### config.mk
export PLATFORM = sky130hd
export DESIGN_NAME = ext_bus_address_phase
export DESIGN_NICKNAME = d
export VERILOG_FILES = /design/src/rtl/pin_sync.v /design/src/rtl/ext_bus_address_phase.v
export VERILOG_INCLUDE_DIRS = /design/src /design/src/rtl
export SDC_FILE = /design/constraint.sdc
export NUM_CORES = 1
export LEC_CHECK = 0
export BUFFER_PORTS_ARGS = -buffer_cell sky130_fd_sc_hd__buf_2
export CELL_PAD_IN_SITES_DETAIL_PLACEMENT = 0
export CELL_PAD_IN_SITES_GLOBAL_PLACEMENT = 1
export CORE_UTILIZATION = 40
export DETAILED_ROUTE_END_ITERATION = 8
export PLACE_DENSITY_LB_ADDON = 0.2
export SLEW_MARGIN = 40
export SYNTH_ARGS = -nofsm -noshare
export SYNTH_HDL_FRONTEND = slang
export SYNTH_SLANG_ARGS = --single-unit
### constraint.sdc
create_clock -name clock -period 2.57 [get_ports clock]
set_input_delay 0.514 -clock clock [delete_from_list [all_inputs] [get_ports clock]]
set_output_delay 0.514 -clock clock [all_outputs]
set_load 0.01 [all_outputs]
### src/rtl/ext_bus_map.vh
// Purpose: constants of the external bus address phase master
// Assumes: included by bare name from the design files
// Notes:   definitions only
`ifndef EXT_BUS_MAP_VH
`define EXT_BUS_MAP_VH

// operand size codes on the request port
`define SIZE_BYTE    2'h0
`define SIZE_HALF    2'h1
`define SIZE_WORD    2'h2

// data beats of an uninhibited burst and of a single transfer
`define BURST_BEATS  3'h4
`define ONE_BEAT     3'h1

// address step between decomposed cycles
`define STEP_WORD    32'h00000004
`define STEP_HALF    32'h00000002

// number of bus inputs passed through the synchroniser
`define SYNC_WIDTH   7
// level of a negated active-low pin
`define PIN_NEGATED  1'b1

`endif

### src/rtl/pin_sync.v
// Purpose: two-flop synchroniser for a group of pin inputs
// Assumes: one clock, synchronous active-high reset
// Notes:   reset loads a constant level into both stages
`timescale 1ns/1ns
module pin_sync
#(
   parameter       WIDTH     = 7,
   parameter [0:0] RESET_VAL = 1'b1
)
(
   clock,
   rst,
   pins,
   synced
);
   input  wire             clock;
   input  wire             rst;
   input  wire [WIDTH-1:0] pins;
   output wire [WIDTH-1:0] synced;

   genvar i;
   generate
      for (i = 0; i < WIDTH; i = i + 1)
      begin : g_bit
         reg meta_q;
         reg sync_q;
         always @(posedge clock)
         begin
            if (rst)
            begin
               meta_q <= RESET_VAL;
               sync_q <= RESET_VAL;
            end
            else
            begin
               meta_q <= pins[i];
               sync_q <= meta_q;
            end
         end
         assign synced[i] = sync_q;
      end
   endgenerate
endmodule

### src/rtl/ext_bus_address_phase.v
// Purpose: address phase master of an external bus interface
// Assumes: one 20 MHz bus clock; pin inputs are active low and resynchronised
// Notes:   address and attributes are flops; pins float through their enables
// Operation
// RULE1: drive 30-bit word address, lanes carry low bit
// RULE2: 16-bit port: third lane carries half-word bit
// RULE3: address, busy, start one cycle after grant; here three cycles after the grant pin, as grant is resynchronised
// RULE4: float address and attributes with busy release
// RULE5: direction high for read, low write
// RULE6: attributes update only at address phase start
// RULE7: slaves ignore direction during pipelined data
// RULE8: burst stays asserted on decomposed single cycles
// RULE9: 32-bit port: four lanes enable four bytes
// RULE10: 16-bit port: two enables, fourth gives size
// RULE11: start strobe with busy, lasts one cycle
// RULE12: slave acknowledges end of address phase
// RULE13: OR internal and external acknowledge, internal stays inside
// RULE14: hold address and attributes until acknowledged
// RULE15: slave acknowledges no earlier than after start
// RULE16: slave acknowledges address no later than data
// RULE17: early acknowledge lets next cycle pipeline
// RULE18: slave acknowledge is a one-cycle pulse
// RULE19: start only with grant and bus not busy
// RULE20: phase ends by acknowledge, retry or error
// RULE21: sample inputs and register outputs on bus clock
`timescale 1ns/1ns
`include "ext_bus_map.vh"
module ext_bus_address_phase
(
   clock,
   rst,
   req_valid,
   req_ready,
   req_addr,
   req_read,
   req_size,
   req_burst,
   req_port16,
   cs_address_done,
   bus_grant_n,
   bus_busy_in_n,
   bus_busy_out_n,
   bus_busy_oe,
   address_phase_done_n,
   transfer_ack_n,
   transfer_error_ack_n,
   address_retry_in_n,
   burst_inhibit_n,
   address_out,
   read_not_write,
   burst_n,
   byte_lane_selects_n,
   transfer_start_n,
   pins_oe,
   phase_acked,
   phase_retried,
   bus_error
);
   input  wire        clock;
   input  wire        rst;
   input  wire        req_valid;
   output wire        req_ready;
   input  wire [31:0] req_addr;
   input  wire        req_read;
   input  wire [1:0]  req_size;
   input  wire        req_burst;
   input  wire        req_port16;
   input  wire        cs_address_done;
   input  wire        bus_grant_n;
   input  wire        bus_busy_in_n;
   output wire        bus_busy_out_n;
   output wire        bus_busy_oe;
   input  wire        address_phase_done_n;
   input  wire        transfer_ack_n;
   input  wire        transfer_error_ack_n;
   input  wire        address_retry_in_n;
   input  wire        burst_inhibit_n;
   output wire [29:0] address_out;
   output wire        read_not_write;
   output wire        burst_n;
   output wire [3:0]  byte_lane_selects_n;
   output wire        transfer_start_n;
   output wire        pins_oe;
   output wire        phase_acked;
   output wire        phase_retried;
   output wire        bus_error;

   localparam [1:0] ST_IDLE = 2'h0;
   localparam [1:0] ST_ADDR = 2'h1;
   localparam [1:0] ST_DATA = 2'h2;
   localparam [1:0] ST_REL  = 2'h3;

   wire [`SYNC_WIDTH-1:0] synced;

   pin_sync
   #(
      .WIDTH     (`SYNC_WIDTH),
      .RESET_VAL (`PIN_NEGATED)
   )
   u_sync
   (
      .clock  (clock),
      .rst    (rst),
      .pins   ({bus_grant_n, bus_busy_in_n, address_phase_done_n, transfer_ack_n,
                transfer_error_ack_n, address_retry_in_n, burst_inhibit_n}),
      .synced (synced)
   );

   wire grant      = ~synced[6];
   wire other_busy = ~synced[5];
   wire ack_ext    = ~synced[4];
   wire beat_ack   = ~synced[3];
   wire beat_err   = ~synced[2];
   wire retry      = ~synced[1];
   wire binh       = ~synced[0];

   reg [1:0]  state_q;
   reg        drive_q;
   reg        strobe_q;
   reg        busy_oe_q;
   reg        busy_n_q;
   reg [31:0] addr_q;
   reg        read_q;
   reg [1:0]  size_q;
   reg        burst_q;
   reg        port16_q;
   reg [3:0]  lanes_q;
   reg [2:0]  parts_q;
   reg        was_inh_q;
   reg        redo_q;
   reg [1:0]  dp_cnt_q;
   reg [2:0]  head_q;
   reg [2:0]  tail_q;
   reg        acked_q;
   reg        retried_q;
   reg        error_q;

   // pin levels of the four lanes for one access
   function [3:0] lane_pins;
      input [1:0] a;
      input [1:0] size;
      input       p16;
      reg   [3:0] en;
      begin
         en = 4'h0;
         if (p16)
         begin
            if (size == `SIZE_BYTE)
               en[1:0] = a[0] ? 2'h2 : 2'h1;
            else
               en[1:0] = 2'h3;
            lane_pins = {(size != `SIZE_WORD), a[1], ~en[1], ~en[0]}; // RULE2 RULE10
         end
         else
         begin
            if (size == `SIZE_WORD)
               en = 4'hf;
            else if (size == `SIZE_HALF)
               en = a[1] ? 4'hc : 4'h3;
            else
               en = 4'h1 << a;
            lane_pins = ~en; // RULE9
         end
      end
   endfunction

   // internal chip-select acknowledge only joins here, never the pins
   wire phase_done = ack_ext | cs_address_done; // RULE13

   wire have_work = redo_q | (parts_q != 3'h0) | req_valid;
   wire can_go    = grant &
                    (((state_q == ST_IDLE) & ~other_busy) | // RULE19
                     ((state_q == ST_DATA) & (dp_cnt_q <= 2'h1))); // RULE17
   wire start     = have_work & can_go;
   wire take_new  = start & ~redo_q & (parts_q == 3'h0);

   assign req_ready = take_new;

   wire [31:0] step      = port16_q ? `STEP_HALF : `STEP_WORD;
   wire [31:0] next_addr = addr_q + step;

   // address phase events are ignored in the start cycle itself
   wire in_addr   = (state_q == ST_ADDR) & ~strobe_q;
   wire ev_retry  = in_addr & retry; // RULE20
   wire ev_abort  = in_addr & ~retry & beat_err & (dp_cnt_q == 2'h0);
   wire push      = in_addr & ~retry & ~(beat_err & (dp_cnt_q == 2'h0)) & phase_done;
   wire [2:0] push_beats = (burst_q & ~binh & ~was_inh_q) ? `BURST_BEATS : `ONE_BEAT;
   wire pop       = (dp_cnt_q != 2'h0) & (beat_err | (beat_ack & (head_q == 3'h1)));

   // bus tenure and address phase sequencing
   always @(posedge clock)
   begin
      if (rst)
      begin
         state_q   <= ST_IDLE;
         drive_q   <= 1'b0;
         strobe_q  <= 1'b0;
         busy_oe_q <= 1'b0;
         busy_n_q  <= 1'b1;
      end
      else
      begin
         strobe_q <= start; // RULE11
         case (state_q)
            ST_IDLE:
            begin
               busy_oe_q <= 1'b0;
               if (start)
               begin
                  state_q   <= ST_ADDR;
                  drive_q   <= 1'b1; // RULE3
                  busy_oe_q <= 1'b1;
                  busy_n_q  <= 1'b0;
               end
            end
            ST_ADDR:
            begin
               // stay driven until the phase is ended
               if (ev_retry)
                  state_q <= (dp_cnt_q != 2'h0) ? ST_DATA : ST_REL; // RULE14
               else if (ev_abort)
                  state_q <= ST_REL;
               else if (push)
                  state_q <= ST_DATA;
               if ((ev_retry & (dp_cnt_q == 2'h0)) | ev_abort)
               begin
                  drive_q  <= 1'b0; // RULE4
                  busy_n_q <= 1'b1;
               end
            end
            ST_DATA:
            begin
               if (start)
                  state_q <= ST_ADDR;
               else if (dp_cnt_q == 2'h0)
               begin
                  state_q  <= ST_REL;
                  drive_q  <= 1'b0; // RULE4
                  busy_n_q <= 1'b1;
               end
            end
            ST_REL:
            begin
               // busy driven high one cycle, then floated
               state_q   <= ST_IDLE;
               busy_oe_q <= 1'b0;
            end
            default:
            begin
               state_q   <= ST_IDLE;
               drive_q   <= 1'b0;
               busy_oe_q <= 1'b0;
               busy_n_q  <= 1'b1;
            end
         endcase
      end
   end

   // address and attributes change only when a phase starts
   always @(posedge clock)
   begin
      if (rst)
      begin
         addr_q    <= 32'h00000000;
         read_q    <= 1'b0;
         size_q    <= `SIZE_WORD;
         burst_q   <= 1'b0;
         port16_q  <= 1'b0;
         lanes_q   <= 4'hf;
         parts_q   <= 3'h0;
         was_inh_q <= 1'b0;
         redo_q    <= 1'b0;
      end
      else
      begin
         if (take_new)
         begin
            addr_q    <= req_addr; // RULE1 RULE6
            read_q    <= req_read; // RULE5
            size_q    <= req_size;
            burst_q   <= req_burst;
            port16_q  <= req_port16;
            lanes_q   <= lane_pins(req_addr[1:0], req_size, req_port16);
            parts_q   <= (req_port16 & (req_size == `SIZE_WORD)) ? 3'h1 : 3'h0;
            was_inh_q <= 1'b0;
         end
         else if (start & ~redo_q)
         begin
            // next piece of a split word or inhibited burst
            addr_q  <= next_addr;
            lanes_q <= lane_pins(next_addr[1:0], size_q, port16_q);
            parts_q <= parts_q - 3'h1;
         end
         else if (push & burst_q & binh & ~was_inh_q)
         begin
            // burst indicator kept for every decomposed cycle
            parts_q   <= `BURST_BEATS - 3'h1; // RULE8
            was_inh_q <= 1'b1;
         end
         else if (ev_abort | (pop & beat_err))
            parts_q <= 3'h0;
         if (ev_retry)
            redo_q <= 1'b1;
         else if (start)
            redo_q <= 1'b0;
      end
   end

   // outstanding data phases, at most one ahead of the current
   always @(posedge clock)
   begin
      if (rst)
      begin
         dp_cnt_q <= 2'h0;
         head_q   <= 3'h0;
         tail_q   <= 3'h0;
      end
      else
      begin
         if (pop)
            head_q <= (dp_cnt_q == 2'h2) ? tail_q : push_beats;
         else if ((dp_cnt_q != 2'h0) & beat_ack)
            head_q <= head_q - 3'h1;
         else if (push & (dp_cnt_q == 2'h0))
            head_q <= push_beats;
         if (push & (dp_cnt_q == 2'h1) & ~pop)
            tail_q <= push_beats;
         case ({push, pop})
            2'b10:   dp_cnt_q <= dp_cnt_q + 2'h1;
            2'b01:   dp_cnt_q <= dp_cnt_q - 2'h1;
            default: dp_cnt_q <= dp_cnt_q;
         endcase
      end
   end

   // one-cycle status pulses toward the user side
   always @(posedge clock)
   begin
      if (rst)
      begin
         acked_q   <= 1'b0;
         retried_q <= 1'b0;
         error_q   <= 1'b0;
      end
      else
      begin
         acked_q   <= push;
         retried_q <= ev_retry;
         error_q   <= ev_abort | (pop & beat_err);
      end
   end

   assign address_out         = addr_q[31:2]; // RULE21
   assign read_not_write      = read_q;
   assign burst_n             = ~burst_q;
   assign byte_lane_selects_n = lanes_q;
   assign transfer_start_n    = ~strobe_q;
   assign pins_oe             = drive_q;
   assign bus_busy_out_n      = busy_n_q;
   assign bus_busy_oe         = busy_oe_q;
   assign phase_acked         = acked_q;
   assign phase_retried       = retried_q;
   assign bus_error           = error_q;
endmodule

Yosys cells after proc, flatten, opt, wreduce, memory -nomap -nowiden. Index checks and enable logic that the tools add are counted.

Register bits: 77. Bits in latches: 0. Bits in writable memories: 0. Bits in read-only memories: 0. Bits of input ports: 48. Output and inout port bits: 44. Logic and storage cells: 197. Memories kept: 0.

$add $sub $neg: 5. Multiply operators: 0. Divide/modulo/power cells: 0. Order comparisons: 1. Eq/ne operators: 20. Shift-type cells: 2. Multiplexer cells: 63. Bitwise logic cells: 54. Reductions and logical operators: 18.

Operators by type and width (count): two-way mux 4 bit (17); two-way mux 32 bit (2); two-way mux 2 bit (17); adder 32 x 3 -> 32 bit (1); two-way mux 3 bit (10); bitwise AND 1 bit (28); NOT 1 bit (17); == test 2 bit, second input constant (6); two-way mux 1 bit (12); == test 2 x 1 -> 1 bit, second input constant (5); nonzero test 2 bit (5); nonzero test 3 bit (3); logical NOT 2 bit (4); inequality test 2 bit, second input constant (4); NOT 4 bit (2); case mux 2 bit (4 select lines) (1); << shifter 1 x 2 -> 4 bit, first input constant (2); bitwise OR 1 bit (7); case mux 1 bit (3 select lines) (2); subtractor 3 x 1 -> 3 bit, second input constant (2); AND reduction 5 bit (1); inequality test 2 x 1 -> 1 bit, second input constant (2); inequality test 4 bit, second input constant (1); case mux 2 bit (2 select lines) (1); 11 further kinds (11).

Longest topological paths before layout. Gate-level depths: netlist of run 1.

Depth in word-level cells: 13. Mapped depth: 10. Gate-level depth less buffers: 9.

Hierarchy. Synthesis of run 1 repeated with hierarchy kept, for this count alone.

Cell total of the unflattened synthesis: 564. Area total of the unflattened synthesis: 4470.5 um^2.

Modules (own cells, without submodules): ext_bus_address_phase (instances 1, cells an instance 528, area each 4038.9 um^2, sequential area each 1241.2 um^2); pin_sync (instances 1, cells an instance 36, area each 431.7 um^2, sequential area each 280.3 um^2).

Worst setup path after synthesis of run 1. OpenSTA, ideal clock, no wires.

Path type: register to register. Start: register parts_q[0]. End: register busy_n_q, in the netlist bus_busy_out_n. Setup time: 0.120 ns. Arrival: 2.089 ns. Data required time: 2.450 ns. Setup slack: 0.361 ns. Stages on the path, launching flop included: 9. Buffers on the path: 0. Period minus slack after synthesis: 2.209 ns. Cell sequence: dfxtp_1 > inv_1 > ha_1 > ha_1 > nor3b_1 > o21a_1 > or4b_2 > a2111o_1 > o31a_1.

Longest elaborated chain between the ends: 6. Elaborated cells between the ends (all ways): 7. Classes of those cells: 2 x eq/ne; 3 x bitwise; 2 x reduce/logical.

RTL lines: from (decl) (line ext_bus_address_phase.v:128) `reg [2:0] parts_q;`; from (signal assigned) (line ext_bus_address_phase.v:284) `` parts_q <= (req_port16 & (req_size == `SIZE_WORD)) ? 3'h1 : 3'h0; ``; from (signal assigned) (line ext_bus_address_phase.v:292) `parts_q <= parts_q - 3'h1;`; from (signal assigned) (line ext_bus_address_phase.v:297) `` parts_q <= `BURST_BEATS - 3'h1; ``; nonzero test 3 bit * (line ext_bus_address_phase.v:170) `wire have_work = redo_q | (parts_q != 3'h0) | req_valid;`; bitwise OR 1 bit * (2 in a row) (line ext_bus_address_phase.v:170); bitwise AND 1 bit * (line ext_bus_address_phase.v:174) `wire start = have_work & can_go;`; inequality test 2 bit (no line); AND reduction 5 bit (no line) *; to (signal assigned) (line ext_bus_address_phase.v:199) `busy_n_q <= 1'b1;`; to (signal assigned) (line ext_bus_address_phase.v:213) `busy_n_q <= 1'b0;`; to (signal assigned) (line ext_bus_address_phase.v:228) `busy_n_q <= 1'b1;`; to (decl) (line ext_bus_address_phase.v:121) `reg busy_n_q;`.

Every way passes the cells marked *; elsewhere a longest branch is shown, timed or not. A chain may end at the register's enable or synchronous reset.

Final worst setup path of run 1.
Start: register state_q[0]. End: output port req_ready.

Longest elaborated chain between the ends: 7. Elaborated cells between the ends (all ways): 9. Classes of those cells: 1 x eq/ne; 7 x bitwise; 1 x reduce/logical.

RTL lines: from (decl) (line ext_bus_address_phase.v:117) `reg [1:0] state_q;`; from (signal assigned) (line ext_bus_address_phase.v:220) `state_q <= (dp_cnt_q != 2'h0) ? ST_DATA : ST_REL;`; == test 2 bit / logical NOT 2 bit (equally long branches) (line ext_bus_address_phase.v:173, ext_bus_address_phase.v:172); bitwise AND 1 bit, on equally long branches (line ext_bus_address_phase.v:173, ext_bus_address_phase.v:172); bitwise OR 1 bit * (line ext_bus_address_phase.v:172) `(((state_q == ST_IDLE) & ~other_busy) |`; bitwise AND 1 bit * (line ext_bus_address_phase.v:171) `wire can_go = grant &`; bitwise AND 1 bit * (line ext_bus_address_phase.v:174); bitwise AND 1 bit * (2 in a row) (line ext_bus_address_phase.v:175) `wire take_new = start & ~redo_q & (parts_q == 3'h0);`; to (decl) (line ext_bus_address_phase.v:62) `output wire req_ready;`.

Marked as above.

==> metrics.yaml, run 1 <==
logic_synthesis:
  synthFlopType: "dfxtp_1"
  async_flop_share_pct: 0
  yosysMostFrequentCell: "dfxtp_1"
  synth-seq-cells: 76
  yosysTopAreaCell: "dfxtp_1"
  synth_area_leaders: "dfxtp_1, a21oi_1, buf_4, nand2_1, ha_1"
  syn-cell-area_sq_mm: 0.00449
  synth_nets: 632
  yosysWarnings: 0
  synth-seq-area-share_pct: 33.9
  synth.top_cell.area_share_pct: 33.9
  synth_commonest_cells: "dfxtp_1, nand2_1, a21oi_1"
  synth_cells: 568
  syn_avg_cell_area_sq_um: 7.91
  ys_types: 64
  synth_enable_flop_cells: 0
final_layout:
  finalNetCount: 689
  syn_to_final_growth_pct: 14.1
  final_layout_size_suffix_gt1_share_pct: 24.0
  antenna_cells: 0
  regArea_sq_mm: 0.00152
  stdcell_count: 770
  multiInputGateArea_sq_mm: 0.00253
  fillers: 1103
place:
  hpwlAfterDp_mm: 8.78
  gp_congestion: 0.810
  port_buffers: 91
  dp.cells: 752
global_routing:
  track_usage_pct: 21.8
  first_global_vias: 4068
  grt_max_degree: 56
  antenna_found_initial: 0
  grt_overflow_total: 0
  grt_pass1_wl_mm: 19.8
critical_path:
  crit_buf_inv: 3
  max_stage_delay_ns: 0.39
  critPathLaunchType: "register"
  end_kind: "output pin"
  cp_max_fo: 7
  setup.worst_path.class: "reg2out"
  cp_data_arrival_time_ns: 1.89
  cp_top_family: "buffers and inverters"
  path_cells: "inv_1 -> ha_1 -> a22o_1 -> nand2b_1 -> clkinvlp_4 -> buf_2"
  slowest_stage: "dfxtp_1"
  required_ns: 2.06
sta:
  hold_viol: 0
  report.final.slew_viol_count: 0
  finalSetupViolCount: 0
  rsz0062_at_grt: "no"
  fmax_mhz: 416
  tns_ns: 0
  tightest_slew_ns: 0.626
  slew_headroom_pct: 58.3
  fin_crit_sh_pct: 93.5
  fin_worst_skew_ns: 0.00890
  fin_hold_ws_ns: 0.338
  post-route-min-period_ns: 2.40
floorplan:
  io_pins: 92
  dieArea_sq_mm: 0.0117
  start_util_pct: 41.2
  rows: 38
  die_w_microns: 108
  core_area_sq_mm: 0.0109
  die_h_microns: 108
routing:
  ant_nets: 0
  wl_mm: 12.2
  first_pass_iters: 4
  drc: 0
  vias: 4277
  wl_per_cell_microns: 15.9
  viasPerCell: 5.55
  drtIter0Drc: 270
flow_run:
  max_cap_viol_count: 0
power:
  p_leak_nw: 2.08
  ir_drop_mv: 0.448
  totalPowerFinal_mw: 3.05
  power_density_mw_per_mm2: 595
clocking:
  cts_tree: "yes"
  insertion_delay_ns: 0.36
  clk_pin_slew_ns: 0.08
  clock_path_buffers: 2
  cts_buffers: 9
  clkSinkCount: 76
  cts_max_level: 3
  cts_root_buf: "clkbuf_8"
min_path:
  hp-class: "in2reg"
run_status:
  status: "finished clean"
## worst paths after layout
| kind | from | end | slack (ns) | cells past startpoint |
|---|---|---|---|---|
| worst min register to register | u_sync.g_bit[6].meta_q | u_sync.g_bit[6].sync_q | 0.41 | 1 |
| worst max register to register | port16_q | addr_q[24] | 0.21 | 7 |
| worst min-delay path | transfer_ack_n | u_sync.g_bit[3].meta_q | 0.34 | 2 |
| worst max-delay path | state_q[0] | req_ready | 0.17 | 6 |
## cells by family (layout without fill, tap and decap cells)
family,Yosys count,count (layout),share of synthesized area (%)
compound gates,174,174,25.4
flops,76,76,33.9
buf+inv,86,148,9.75
xor+xnor,2,2,0.390
mux,9,9,2.03
simple gates,205,205,23.9
fa+ha+maj,16,16,4.63
## registers in the layout (all words and copies together) (netlist names)
| register | flops |
|---|---|
| phase_acked | 1 |
| u_sync.g_bit.sync_q | 7 |
| state_q | 2 |
| was_inh_q | 1 |
| bus_busy_out_n | 1 |
| addr_q | 32 |
| size_q | 2 |
| bus_busy_oe | 1 |
| port16_q | 1 |
| byte_lane_selects_n | 4 |
| bus_error | 1 |
| parts_q | 3 |
| read_not_write | 1 |
| strobe_q | 1 |
| head_q | 3 |
| phase_retried | 1 |
| tail_q | 2 |
| dp_cnt_q | 2 |
| pins_oe | 1 |
| u_sync.g_bit.meta_q | 7 |
| redo_q | 1 |
| burst_q | 1 |
## area by class of cell
cell class / instances / share of cell area [%]
well taps: 140 / 3.42
clock buffers: 10 / 2.69
repair buffers: 107 / 11.5
clock inverters: 6 / 1.39
inverters: 25 / 1.90
multi-input cells: 406 / 49.4
flip-flops and latches: 76 / 29.7
## routing by layer
| metal | part of all wire [%] | global-route usage, % |
|---|---|---|
| met1 | 46 | 26.8 |
| met2 | 48 | 37.6 |
| met3 | 5.0 | 4.52 |
| met4 | 1.1 | 7.34 |
| met5 | 0 | 0 |
## where the power goes
part | total, mW | switching, mW | internal (mW)
logic | 0.749 | 0.442 | 0.307
registers | 1.34 | 0.0771 | 1.26
clock network | 0.960 | 0.479 | 0.482
## metrics by stage
| step | instance area, sq um | utilization [%] | setup WS (ns) |
|---|---|---|---|
| 2_1_floorplan | 4490 | - | 0.361 |
| 3_3_place_gp | 4900 | 45.0 | 0.338 |
| 3_5_place_dp | 4900 | 45.0 | 0.249 |
| 4_1_cts | 5110 | 46.9 | 0.0321 |
| 5_1_grt | 5120 | 47.1 | 0.0372 |
| 6_report | 5120 | 47.1 | 0.166 |
## timing repair
| action | in CTS | in global routing |
|---|---|---|
| buffers inserted | 0 | 2 |
| gates resized for setup | 0 | 1 |
| setup endpoints to repair | 0 | 1 |
| hold buffers | 0 | 0 |
## cell usage in the layout, fill, tap and decap left out, drive strengths merged, types with 5 or more instances in the layout
cell    netlist  routed
nor2         40      40
buf          32     107
nor4          9       9
mux2i         8       8
o21ai        33      33
nor2b         6       6
nand2        59      59
a221oi        5       5
o31ai         6       6
ha           15      15
o22ai        11      11
inv          25      25
and3          5       5
nand3        15      15
clkbuf       29      10
a211oi       10      10
nand4         7       7
a32o          9       9
or2          16      16
a21oi        54      54
nor3         15      15
nand2b       12      12
dfxtp        76      76
a21o          6       6
o211ai        5       5
## worst reg2reg max path: cells and delay by family (launching register included)
family | cells | cell delay [ns]
and+or+nand+nor | 3 | 0.94
DFF | 1 | 0.43
AOI/OAI and AO/OA | 2 | 0.48
adders and majority gates | 1 | 0.30
buffers and inverters | 1 | 0.13
No activity file was read; power rests on OpenSTA's default activity.
==> run 2, diff against run 1 <==
--- a/config.mk
+++ b/config.mk
@@ -15,4 +15,5 @@
 export SLEW_MARGIN = 40
 export SYNTH_ARGS = -nofsm -noshare
 export SYNTH_HDL_FRONTEND = slang
+export SYNTH_HIERARCHICAL = 1
 export SYNTH_SLANG_ARGS = --single-unit
==> metrics.yaml, run 2 <==
run_status:
  status: "finished clean"
place:
  gp_congestion: 0.823  # +1.6%
  port_buffers: 91  # unchanged
  hpwlAfterDp_mm: 8.62  # -1.8%
  place_area_sq_mm: 0.00487  # -0.64%
  post-place-ws_ns: 0.101  # -0.148 ns
  dp.cells: 749  # -0.40%
global_routing:
  track_usage_pct: 21.5  # -0.23 points
  grt_max_degree: 53  # -5.4%
  grt_overflow_total: 0  # unchanged
  first_global_vias: 3967  # -2.5%
  grt_pass1_wl_mm: 19.6  # -0.94%
  antenna_found_initial: 1  # +1
critical_path:
  setup.worst_path.class: "reg2out"
  critPathLaunchType: "register"
  cp_data_arrival_time_ns: 1.92  # +0.03 ns
  required_ns: 2.06  # about the same
  r2r_slack_ns: 0.16  # -0.05 ns
  cp_max_fo: 7  # unchanged
  end_kind: "output pin"
logic_synthesis:
  synth-simple-area-share_pct: 24.0  # +0.079 points
  synth_compound_area_share_pct: 24.2  # -1.2 points
  synth_area_leaders: "dfxtp_1, buf_4, a21oi_1, nand2_1, ha_1"
  syn-cell-area_sq_mm: 0.00447  # -0.45%
  syn_avg_cell_area_sq_um: 7.93  # +0.26%
  synthFlopType: "dfxtp_1"
  synth_enable_flop_cells: 0  # unchanged
  synth-seq-area-share_pct: 34.0  # +0.15 points
  async_flop_share_pct: 0  # unchanged
  synth_commonest_cells: "dfxtp_1, nand2_1, nor2_1"
  synth-seq-cells: 76  # unchanged
  synth.top_cell.area_share_pct: 34.0  # +0.15 points
  yosysMostFrequentCell: "dfxtp_1"
  synth_nets: 629  # -0.47%
  ys_types: 68  # +6.3%
  synthXorXnorAreaFrac_pct: 0.392  # +0.0017 points
  synthMuxAreaShare_pct: 1.60  # -0.44 points
  synth_top_family_by_area: "compound AO/OA/AOI/OAI gates"
  synth_cells: 564  # -0.70%
  synth-adder-area-share_pct: 4.93  # +0.30 points
  yosysTopAreaCell: "dfxtp_1"
  yosysWarnings: 6  # +6
floorplan:
  io_pins: 92  # unchanged
  dieArea_sq_mm: 0.0116  # -0.44%
  core_area_sq_mm: 0.0109  # unchanged
  die_h_microns: 108  # -0.22%
  rows: 38  # unchanged
  start_util_pct: 41.1  # -0.18 points
  die_w_microns: 108  # -0.22%
sta:
  tns_ns: 0  # unchanged
  layout_setup_ws_ns: 0.134  # -0.0322 ns
  fin_crit_sh_pct: 94.8  # +1.3 points
  slew_headroom_pct: 55.5  # -2.8 points
  report.final.slew_viol_count: 0  # unchanged
  fin_hold_ws_ns: 0.324  # -0.0132 ns
  rsz0062_at_grt: "no"
  fin_worst_skew_ns: 0.0103  # +0.00135 ns
  tightest_slew_ns: 0.661  # +0.0346 ns
  finalSetupViolCount: 0  # unchanged
  post-route-min-period_ns: 2.44  # +0.0322 ns
  hold_viol: 0  # unchanged
  fmax_mhz: 411  # -1.3%
min_path:
  hp-class: "in2reg"
final_layout:
  utilization_pct: 46.9  # -0.14 points
  layout_commonest_cell: "buf_2"
  final_cell_mix: "buf_2, dfxtp_1, nand2_1, nor2_1, a21oi_1"
  fin_area_sq_mm: 0.00511  # -0.29%
  stdcell_count: 770  # unchanged
  finalNetCount: 690  # +0.15%
  final_layout_size_suffix_gt1_share_pct: 24.3  # +0.32 points
  antenna_cells: 0  # unchanged
  top_register: "addr_q"
  largest_register_ffs: 32  # unchanged
  syn_to_final_growth_pct: 14.3
  reg_top3: "addr_q x32, u_sync/g_bit.meta_q x7, u_sync/g_bit.sync_q x7"
power:
  p_leak_nw: 2.02  # -2.9%
  ir_drop_mv: 0.403  # -10%
  power_density_mw_per_mm2: 640  # +7.6%
  totalPowerFinal_mw: 3.27  # +7.3%
clocking:
  insertion_delay_ns: 0.36  # about the same
  cts_max_level: 3  # unchanged
  clock_path_buffers: 2  # unchanged
  cts_tree: "yes"
  hold_buffers: 0  # unchanged
  cts_buffers: 9  # unchanged
  clk_pin_slew_ns: 0.09  # about the same
  clkSinkCount: 76  # unchanged
  cts_root_buf: "clkbuf_8"
routing:
  first_pass_iters: 6  # +2
  wl_mm: 12.0  # -1.6%
  drc: 0  # unchanged
  viasPerCell: 5.54  # -0.35%
  ant_nets: 0  # unchanged
  drtIter0Drc: 247  # -8.5%
  vias: 4262  # -0.35%
  wl_per_cell_microns: 15.6  # -1.6%
flow_run:
  max_cap_viol_count: 0  # unchanged
[run 2: changes by cell type in the layout (fill, tap and decap cells not counted), moves of 7 or more]
cell      previous run  this run
a21oi_1             54        47
or2_2               16         2
o22ai_1             11         4
or2_1                0        14
nor2_1              40        51
buf_4               15        22
a32o_1               9         0
a211oi_1            10        17
[run 2: logic make-up after synthesis]
group | count (synthesis)
AND/OR/NAND/NOR | 208
XOR/XNOR | 2
AO/OA/AOI/OAI | 166
flip-flops | 76
buffers and inverters | 88
multiplexers | 7
adder cells (fa/ha/maj) | 17
[run 2: power breakdown]
group | internal [mW] | switching [mW] | total [mW]
Sequential | 1.27 | 0.0893 | 1.36
Combinational | 0.420 | 0.590 | 1.01
Clock | 0.378 | 0.522 | 0.900
Total | 2.07 | 1.20 | 3.27
[run 2: cell type report]
cell class,instances,area (sq um)
Multi-Input combinational cell,400,2480
Clock inverter,7,66.3
Clock buffer,9,124
Timing Repair Buffer,115,652
Tap cell,140,175
Fill cell,1113,5780
Sequential cell,76,1530
Inverter,23,90.1
[run 2: routing by layer]
| layer | vias up | wire length [microns] | track usage, % |
|---|---|---|---|
| met5 | - | 0 | 0 |
| met4 | 0 | 283 | 9.30 |
| met3 | 24 | 555 | 3.45 |
| met2 | 112 | 5820 | 36.9 |
| met1 | 2016 | 5370 | 26.5 |
| li1 | 2110 | - | - |
[run 2: path summary, 6_finish.rpt]
path	startpoint	end	cells past startpoint
worst max-delay path	parts_q[0]	req_ready	8
worst min-delay path	bus_grant_n	u_sync/g_bit[6].meta_q	2
worst max register to register	port16_q	addr_q[31]	8
worst min register to register	u_sync/g_bit[5].meta_q	u_sync/g_bit[5].sync_q	1
[run 2: worst max-delay path: stages (launching register included)]
cell,delay (ns)
dfxtp_1,0.32
inv_1,0.07
ha_1,0.15
ha_1,0.20
inv_1,0.07
nor4b_1,0.28
nand2_1,0.16
clkinvlp_4,0.17
buf_2,0.15
[run 2: what timing repair did]
item / 4_1_cts / 5_1_grt
setup buffers: 0 / 5
resized for setup: 1 / 7
endpoints found under the setup margin: 1 / 8
pin swaps: 0 / 1
